[src/rtl/scra_defs.svh]
// Constants for the serial command register access block
// Function
// - Frame is 16 bits: command 15..12, address 11..8, data 7..0.
// - Every register is eight bits wide, one per frame.
// - A configuration or control write stores the frame's data byte into the addressed register.
// - Read data goes out during the next frame; host sends another.
// - Frames accepted at any time, no pacing beyond chip select.
// - Frame executes only on chip select rising edge.
// - Command 0 answers code 7 and echoes the low 12 bits.
// - Host may check the channel any time by comparing the echo.
// - Command 1 reads the addressed configuration register.
// - Command 2 writes data into the addressed configuration register.
// - Command 3 reads the addressed status register.
// - Command 4 writes the addressed status register, restricted.
// - Command 5 reads the addressed control register.
// - Command 6 writes data into the addressed control register.
// - Three separate banks: configuration, control, status.
// - Status 13 holds fault summary, switches, serial error, supply faults.
// - Status 13 bit 3 is one when a serial fault was seen.
// - Reset loads defaults; status 13 resets to all zeros.
// - Only 16-pulse valid frames run; others discarded, set serial error.
// - Sample input on rising clock, change output on falling, MSB first.
// - Status writes only clear bits unless self test unlock is set.
// - Chip select fall enables output and loads pending response.
`ifndef SCRA_DEFS_SVH
`define SCRA_DEFS_SVH
`define SCRA_FRAME_BITS     16
`define SCRA_CMD_MSB        15
`define SCRA_CMD_LSB        12
`define SCRA_ADDR_MSB       11
`define SCRA_ADDR_LSB       8
`define SCRA_CHECK_RESP     4'h7
`define SCRA_FAULT_ADDR     4'hd
`define SCRA_FAULT_RESET    8'h00
`define SCRA_BIT_SUMMARY    7
`define SCRA_BIT_KEYSW      6
`define SCRA_BIT_PWREN      5
`define SCRA_BIT_BATSW      4
`define SCRA_BIT_SERR       3
`define SCRA_BIT_STB        2
`define SCRA_BIT_OT         1
`define SCRA_BIT_STG        0
`define SCRA_CFG_RESET      128'h0000_0000_53ca_8080_1000_1801_1010_1010
`define SCRA_UNLOCK_ADDR    4'h0
`define SCRA_UNLOCK_BIT     0
`endif

[src/rtl/scra_pkg.sv]
// Types for the serial command register access block
`default_nettype none
package scra_pkg;
    typedef enum logic [3:0] {
        SCRA_CMD_CHECK  = 4'h0,
        SCRA_CMD_RDCFG  = 4'h1,
        SCRA_CMD_WRCFG  = 4'h2,
        SCRA_CMD_RDSTAT = 4'h3,
        SCRA_CMD_WRSTAT = 4'h4,
        SCRA_CMD_RDCTL  = 4'h5,
        SCRA_CMD_WRCTL  = 4'h6
    } scra_cmd_type;
    typedef struct packed {
        logic [3:0] cmd;
        logic [3:0] addr;
        logic [7:0] data;
    } scra_frame_type;
    typedef struct packed {
        logic       keysw;
        logic       pwren;
        logic       batsw;
        logic       short_to_battery;
        logic       overtemp;
        logic       short_to_ground;
    } scra_fault_in_type;
endpackage
`default_nettype wire

[src/rtl/scra_sync.sv]
// Two flip-flop synchroniser for one pin
`default_nettype none
module scra_sync (
    input  wire logic clk,
    input  wire logic resetn,
    input  wire logic pin_in,
    output var  logic pin_out
);
    logic meta_q;
    always_ff @(posedge clk or negedge resetn) begin
        if (!resetn) begin
            meta_q  <= 1'b1;
            pin_out <= 1'b1;
        end else begin
            meta_q  <= pin_in;
            pin_out <= meta_q;
        end
    end
endmodule
`default_nettype wire

[src/rtl/scra_bank.sv]
// Sixteen by eight register bank with registered read
`include "scra_defs.svh"
`default_nettype none
module scra_bank #(
    parameter logic [127:0] RESET_VAL = 128'h0
) (
    input  wire logic       clk,
    input  wire logic       resetn,
    input  wire logic       wr_en,
    input  wire logic [3:0] wr_addr,
    input  wire logic [7:0] wr_data,
    input  wire logic [3:0] rd_addr,
    output var  logic [7:0] rd_data,
    output logic [127:0]    flat
);
    logic [7:0] mem_q [16];
    genvar i;
    generate
        for (i = 0; i < 16; i++) begin : g_reg
            always_ff @(posedge clk or negedge resetn) begin
                if (!resetn) begin
                    mem_q[i] <= RESET_VAL[i*8 +: 8];
                end else if (wr_en && wr_addr == 4'(i)) begin
                    mem_q[i] <= wr_data;
                end
            end
            assign flat[i*8 +: 8] = mem_q[i];
        end
    endgenerate
    always_ff @(posedge clk or negedge resetn) begin
        if (!resetn) begin
            rd_data <= 8'h00;
        end else begin
            rd_data <= mem_q[rd_addr];
        end
    end
endmodule
`default_nettype wire

[src/rtl/scra_top.sv]
// Serial command decoder with configuration, control and status banks
`include "scra_defs.svh"
`default_nettype none
module scra_top
    import scra_pkg::*;
(
    input  wire logic              clk,
    input  wire logic              resetn,
    input  wire logic              sclk,
    input  wire logic              chip_select_low_n,
    input  wire logic              sdi,
    output var  logic              sdo,
    output var  logic              sdo_oe,
    input  wire scra_fault_in_type fault_in,
    output var  logic [7:0]        fault_status,
    output logic [127:0]           config_regs,
    output logic [127:0]           control_regs,
    output var  logic              self_test_write_unlock
);
    logic sclk_s, cs_s, sdi_s;
    logic sclk_q, cs_q;
    logic [4:0]  count_q;
    logic [15:0] shift_in_q;
    logic [15:0] shift_out_q;
    logic [15:0] resp_q;
    logic        resp_rd_q;
    logic [11:0] resp_hdr_q;
    logic [1:0]  resp_bank_q;
    logic        exec_q;
    scra_frame_type frame;
    logic sclk_rise, sclk_fall, cs_fall, cs_rise;
    logic cmd_ok, frame_ok;
    logic [7:0] cfg_rd, ctl_rd, stat_rd;
    logic [7:0] stat_wr_val;
    logic [7:0] fault_hw;

    scra_sync u_sync_sclk (.clk(clk), .resetn(resetn), .pin_in(sclk), .pin_out(sclk_s));
    scra_sync u_sync_cs (.clk(clk), .resetn(resetn), .pin_in(chip_select_low_n),
                         .pin_out(cs_s));
    scra_sync u_sync_sdi (.clk(clk), .resetn(resetn), .pin_in(sdi), .pin_out(sdi_s));

    always_ff @(posedge clk or negedge resetn) begin
        if (!resetn) begin
            sclk_q <= 1'b0;
            cs_q   <= 1'b1;
        end else begin
            sclk_q <= sclk_s;
            cs_q   <= cs_s;
        end
    end
    assign sclk_rise = sclk_s && !sclk_q && !cs_s;
    assign sclk_fall = !sclk_s && sclk_q && !cs_s;
    assign cs_fall   = !cs_s && cs_q;
    assign cs_rise   = cs_s && !cs_q;

    // Input shifter and pulse counter
    always_ff @(posedge clk or negedge resetn) begin
        if (!resetn) begin
            shift_in_q <= 16'h0000;
            count_q    <= 5'h00;
        end else if (cs_fall) begin
            count_q <= 5'h00;
        end else if (sclk_rise) begin
            shift_in_q <= {shift_in_q[14:0], sdi_s};
            if (count_q != 5'h1f) begin
                count_q <= count_q + 5'h01;
            end
        end
    end

    assign frame = scra_frame_type'(shift_in_q);
    always_comb begin
        unique case (frame.cmd)
            SCRA_CMD_CHECK, SCRA_CMD_RDCFG, SCRA_CMD_WRCFG, SCRA_CMD_RDSTAT,
            SCRA_CMD_WRSTAT, SCRA_CMD_RDCTL, SCRA_CMD_WRCTL: cmd_ok = 1'b1;
            default: cmd_ok = 1'b0;
        endcase
    end
    assign frame_ok = cs_rise && cmd_ok && count_q == 5'(`SCRA_FRAME_BITS);

    // Three banks; status bank holds only register 13
    scra_bank #(.RESET_VAL(`SCRA_CFG_RESET)) u_cfg (
        .clk(clk), .resetn(resetn),
        .wr_en(frame_ok && frame.cmd == SCRA_CMD_WRCFG),
        .wr_addr(frame.addr), .wr_data(frame.data),
        .rd_addr(resp_hdr_q[3:0]), .rd_data(cfg_rd), .flat(config_regs));
    scra_bank #(.RESET_VAL(128'h0)) u_ctl (
        .clk(clk), .resetn(resetn),
        .wr_en(frame_ok && frame.cmd == SCRA_CMD_WRCTL),
        .wr_addr(frame.addr), .wr_data(frame.data),
        .rd_addr(resp_hdr_q[3:0]), .rd_data(ctl_rd), .flat(control_regs));

    assign self_test_write_unlock = control_regs[`SCRA_UNLOCK_ADDR*8 + `SCRA_UNLOCK_BIT];

    assign fault_hw = {1'b0, fault_in.keysw, fault_in.pwren, fault_in.batsw, 1'b0,
                       fault_in.short_to_battery, fault_in.overtemp, fault_in.short_to_ground};
    always_comb begin
        if (self_test_write_unlock) begin
            stat_wr_val = frame.data;
        end else begin
            stat_wr_val = fault_status & frame.data;
        end
    end

    // Status register 13: hardware sets win over host clears unless self test unlock is set
    always_ff @(posedge clk or negedge resetn) begin
        if (!resetn) begin
            fault_status <= `SCRA_FAULT_RESET;
        end else begin
            logic [7:0] nxt;
            nxt = fault_status;
            if (frame_ok && frame.cmd == SCRA_CMD_WRSTAT
                && frame.addr == `SCRA_FAULT_ADDR) begin
                nxt = stat_wr_val;
            end
            if (!self_test_write_unlock) begin
                nxt = nxt | fault_hw;
            end
            if (cs_rise && !frame_ok) begin
                nxt[`SCRA_BIT_SERR] = 1'b1;
            end
            nxt[`SCRA_BIT_SUMMARY] = (|nxt[6:0]) | (nxt[`SCRA_BIT_SUMMARY]
                                     && self_test_write_unlock);
            fault_status <= nxt;
        end
    end
    assign stat_rd = (resp_hdr_q[3:0] == `SCRA_FAULT_ADDR) ? fault_status : 8'h00;

    // Pending response, prepared only by executed frames
    always_ff @(posedge clk or negedge resetn) begin
        if (!resetn) begin
            resp_rd_q   <= 1'b0;
            resp_hdr_q  <= 12'h000;
            resp_bank_q <= 2'd0;
            resp_q      <= 16'h0000;
            exec_q      <= 1'b0;
        end else begin
            exec_q <= frame_ok;
            if (frame_ok) begin
                resp_rd_q <= 1'b0;
                if (frame.cmd == SCRA_CMD_CHECK) begin
                    resp_q <= {`SCRA_CHECK_RESP, shift_in_q[11:0]};
                end else if (frame.cmd == SCRA_CMD_RDCFG || frame.cmd == SCRA_CMD_RDSTAT
                             || frame.cmd == SCRA_CMD_RDCTL) begin
                    resp_rd_q   <= 1'b1;
                    resp_hdr_q  <= {frame.cmd, 4'h0, frame.addr};
                    resp_bank_q <= (frame.cmd == SCRA_CMD_RDCFG) ? 2'd0 :
                                   (frame.cmd == SCRA_CMD_RDSTAT) ? 2'd1 : 2'd2;
                end else begin
                    resp_q <= shift_in_q;
                end
            end else if (resp_rd_q) begin
                unique case (resp_bank_q)
                    2'd0: resp_q <= {resp_hdr_q[11:8], resp_hdr_q[3:0], cfg_rd};
                    2'd1: resp_q <= {resp_hdr_q[11:8], resp_hdr_q[3:0], stat_rd};
                    default: resp_q <= {resp_hdr_q[11:8], resp_hdr_q[3:0], ctl_rd};
                endcase
            end
        end
    end

    // Output shifter
    always_ff @(posedge clk or negedge resetn) begin
        if (!resetn) begin
            shift_out_q <= 16'h0000;
            sdo_oe      <= 1'b0;
            sdo         <= 1'b0;
        end else if (cs_fall) begin
            shift_out_q <= resp_q;
            sdo         <= resp_q[15];
            sdo_oe      <= 1'b1;
        end else if (cs_s) begin
            sdo_oe <= 1'b0;
        end else if (sclk_fall && count_q != 5'h00) begin
            shift_out_q <= {shift_out_q[14:0], 1'b0};
            sdo         <= shift_out_q[14];
        end
    end
endmodule
`default_nettype wire

[config.mk]
export PLATFORM = sky130hd
export DESIGN_NAME = scra_top
export DESIGN_NICKNAME = d
export VERILOG_FILES = /design/src/rtl/scra_pkg.sv /design/src/rtl/scra_sync.sv /design/src/rtl/scra_bank.sv /design/src/rtl/scra_top.sv
export VERILOG_INCLUDE_DIRS = /design/src /design/src/rtl
export SDC_FILE = /design/constraint.sdc
export NUM_CORES = 1
export LEC_CHECK = 0
export BUFFER_PORTS_ARGS = -buffer_cell sky130_fd_sc_hd__buf_2
export CAP_MARGIN = 10
export CORE_AREA = 2 2 180 182
export CTS_BUF_LIST = sky130_fd_sc_hd__clkbuf_2 sky130_fd_sc_hd__clkbuf_4 sky130_fd_sc_hd__clkbuf_8
export DETAILED_ROUTE_END_ITERATION = 12
export DIE_AREA = 0 0 182 184
export PLACE_DENSITY = 0.72
export RECOVER_POWER = 50
export SYNTH_ARGS = -nofsm -noshare
export SYNTH_HDL_FRONTEND = slang
export SYNTH_HIERARCHICAL = 1
export SYNTH_SLANG_ARGS = --single-unit
[constraint.sdc]
create_clock -name clk -period 4.7 [get_ports clk]
set_clock_uncertainty 0.2 [all_clocks]
set_input_delay 0.705 -clock clk [delete_from_list [all_inputs] [get_ports clk]]
set_output_delay 0.705 -clock clk [all_outputs]
set_load 0.02 [all_outputs]
==> metrics.md <==
| Metric | Value |
|---|---|
| Post-CTS setup buffers | 0 |
| CP startpoint | u_sync_cs/pin_out$_DFF_PN1_ |
| CTS resizes | 0 |
| Primary FF master, synth | dfrtp_1 |
| Design internal power | 4.82 mW |
| Post-Syn Area | 15600 sq um |
| Die ar. | 33500 sq um |
| Worst-path maximum fanout | 8 |
| # rows | 65 |
| Routed wl met3 | 3.24 mm |
| Share of post-route cells with drive strength above 1 | 45.5% |
| Netlist cell types | 50 |
| Arr. time, crit path | 4.13 ns |
| Post-synth EDFFs | 0 |
| Setup Viol. Count Final | 0 |
| Initial antenna violation count | 0 |
| Hold WC Path Type | input port to flop |
| CTS tree | yes |
| Setup TNS | 0 ns |
| PD cells | 345 nW/um^2 |
| M1 wire length | 18.5 mm |
| Fmax | 258 MHz |
| Final nets | 1371 |
| Hold Startpoint | sclk |
| Leak Pwr | 9.18 nW |
| CP Capture Type | flop |
| DRT Pass-1 Iters | 6 |
| Post-Synthesis Cells | 1067 |
| Top Layer Used | met4 |
| Tot Pwr | 6.39 mW |
| WS Path Type | flop to flop |
| Worst r2r dst | u_ctl/flat[25]$_DFFE_PN0P_ |
| R2R Setup Slk | 0.83 ns |
| CTS Hold Bufs | 2 |
| Slew Limit Headroom | -109% |
| Final Hold Fails | 0 |
| Comb pwr share | 5.2% |
| Period minus WS final | 3.87 ns |
| Diode count | 0 |
| RSZ-0062 raised after global routing | no |
| CTS HTree Levels | 2 |
| Final core occ | 59.1% |
| Num CTS Buffers | 56 |
| Gpl congestion | 0.901 |
| Failing checks | capacitance limit, slew limit |
| Core ar. | 31400 sq um |
| Clock share of power | 44.8% |
| IO buf count | 277 |
| Synthesized area per cell | 14.6 sq um |
| Total Routing Usage GR | 26.3% |
| Worst VDD drop | 0.000248 V |
| Fin crit share | 82.3% |
| Wire per inst | 24.4 microns |
| Sequential cell area fraction in the yosys report | 56.8% |
| Worst Tran Pin Value | 3.13 ns |
| Synth warn | 6 |
| CTS sink count | 353 |
| Vias post-DR | 10500 |
| Worst R2R Path Depth | 6 |
| Drt drc | 0 |
| Grt total ovfl | 0 |
| Worst r2r src | u_sync_cs/pin_out$_DFF_PN1_ |
| Sequential Power Share | 50.0% |
| Ys async rst share | 100% |
| WHS Endpoint | u_sync_sclk/meta_q$_DFF_PN1_ |
| DR iter-0 viols | 787 |
| Switch share | 24.6% |
| Via/cell ratio | 5.83 |
| Synth Net Count | 1081 |
| Die height | 184 microns |
| DPL Wire Length | 29.7 mm |
| Outcome | finished with violations |
| Global-route wire length before repair | 67.0 mm |
| Switching power total | 1.57 mW |
| Worst hold path cell count | 1 |
| # IOs | 278 |
| Worst-Skew Late Latency | 0.59 ns |
| WP data required | 4.96 ns |
| WL met2 | 20.9 mm |
| Clock slew at reported path FFs | 0.06 ns |
| Post-route ant nets | 0 |
| Die X | 182 microns |
| Effective utilization at floorplan | 49.7% |
| Register bit total from synthesis | 353 |
| Largest net degree at the start of global routing | 125 |
| Clock Root Buffer | clkbuf_8 |
| MaxCap Viol Count | 1 |
| Final WL | 44.0 mm |
| Number of global-route vias before repair | 10800 |
| Synth-to-layout area growth | 18.9% |
| Final Max Tran Viols | 124 |
| Crit start category | flop |
| Clock Path Buffers | 3 |
==> cell type report <==
| cell class | count | area (sq um) |
|---|---|---|
| fillers | 2604 | 12800 |
| flip-flops and latches | 353 | 8870 |
| multi-input cells | 642 | 6440 |
| repair buffers | 300 | 1460 |
| clock buffers | 89 | 1140 |
| well taps | 402 | 503 |
| clock inverters | 15 | 129 |
| inverters | 4 | 15.0 |
==> power groups by stage <==
stage,registers [mW],logic (mW),clock network [mW]
floorplan,3.21,0.145,0
global placement,3.25,0.330,0
detailed placement,3.25,0.338,0
CTS,3.20,0.340,2.91
global route,3.20,0.364,3.06
finish,3.20,0.332,2.86
==> how the worst max path moves through the flow <==
stage,cells past startpoint,endpoint
global placement,6,u_ctl/flat[28]$_DFFE_PN0P_
detailed placement,6,u_ctl/flat[28]$_DFFE_PN0P_
global route,2,shift_out_q[6]$_DFFE_PN0P_
floorplan,8,u_cfg/flat[64]$_DFFE_PN0P_
finish,6,u_ctl/flat[25]$_DFFE_PN0P_
CTS,6,u_ctl/flat[28]$_DFFE_PN0P_
==> cell usage after synthesis, types with 6 or more instances <==
cell	n	area, sq um
dfrtp_1	328	8210
mux2_2	228	2570
mux4_2	64	1440
mux2_1	52	586
nor2_1	52	195
nand2_1	41	154
clkbuf_1	40	150
a22oi_1	32	240
a21oi_1	27	135
dfstp_2	25	657
mux2i_1	21	210
buf_2	19	95.1
nor2_2	18	113
o21ai_0	13	65.1
nor2b_1	12	75.1
nand2b_1	9	56.3
nand3b_1	9	67.6
a222oi_1	8	80.1
buf_1	7	26.3
or3_1	7	43.8
nand3_1	6	30.0
==> sequential cells by signal, summed over array words and instances (netlist names) <==
register / count
u_sync_sclk/pin_out: 1
fault_status: 8
u_sync_sclk/meta_q: 1
sclk_q: 1
resp_rd_q: 1
count_q: 5
u_ctl/rd_data: 8
resp_bank_q: 2
u_sync_cs/meta_q: 1
resp_q: 16
u_cfg/rd_data: 8
cs_q: 1
shift_out_q: 15
u_cfg/flat: 128
u_sync_sdi/pin_out: 1
sdo: 1
u_sync_cs/pin_out: 1
u_sync_sdi/meta_q: 1
u_ctl/flat: 128
sdo_oe: 1
resp_hdr_q: 8
frame: 16
==> critical path, cell delays in order (launching register included) <==
cell      delay [ns]
dfstp_1         0.63
nor4bb_1        0.49
nand2_1         0.11
nor4_1          0.84
nor3b_2         0.42
nor2b_1         0.65
mux2_2          0.41
==> per-stage QoR <==
step	cell area [sq um]	setup WS (ns)	cells	hold slack, ns
global route	18600	0.497	1805	0.00398
floorplan	15600	1.50	1067	0.145
CTS	18700	0.896	1805	0.00841
detailed placement	17400	0.947	1699	0.148
finish	18600	0.830	1805	0.0327
global placement	17400	1.10	1699	0.147
==> cell usage in the layout (no fill, tap or decap), types with 13 or more instances in the layout <==
master,Yosys,final
dfrtp_1,328,324
mux2_2,228,228
buf_2,19,170
clkbuf_1,40,107
clkbuf_8,0,75
mux4_2,64,64
nor2_1,52,52
mux2_1,52,52
nand2_1,41,41
a22oi_1,32,32
a21oi_1,27,27
dfstp_2,25,22
mux2i_1,21,21
nor2_2,18,18
buf_4,1,15
clkbuf_4,0,14
o21ai_0,13,13
==> kinds of logic (layout without fill, tap and decap cells) <==
logic type      count (synthesis)  in the layout  share of synthesized area (%)
fa+ha+maj                       3              3                          0.241
mux                           365            365                           30.8
compound gates                 98             98                           4.31
buf+inv                        72            408                           1.96
flops                         353            353                           56.8
xor+xnor                        3              3                          0.168
simple gates                  173            173                           5.73
==> metal layers <==
layer  global-route usage, %  up-vias
li1                        -     4545
met1                    35.8     5510
met2                    41.4      391
met3                    6.60       86
met4                    9.35        0
met5                       0        -
Power figures use the tool's default switching activity.
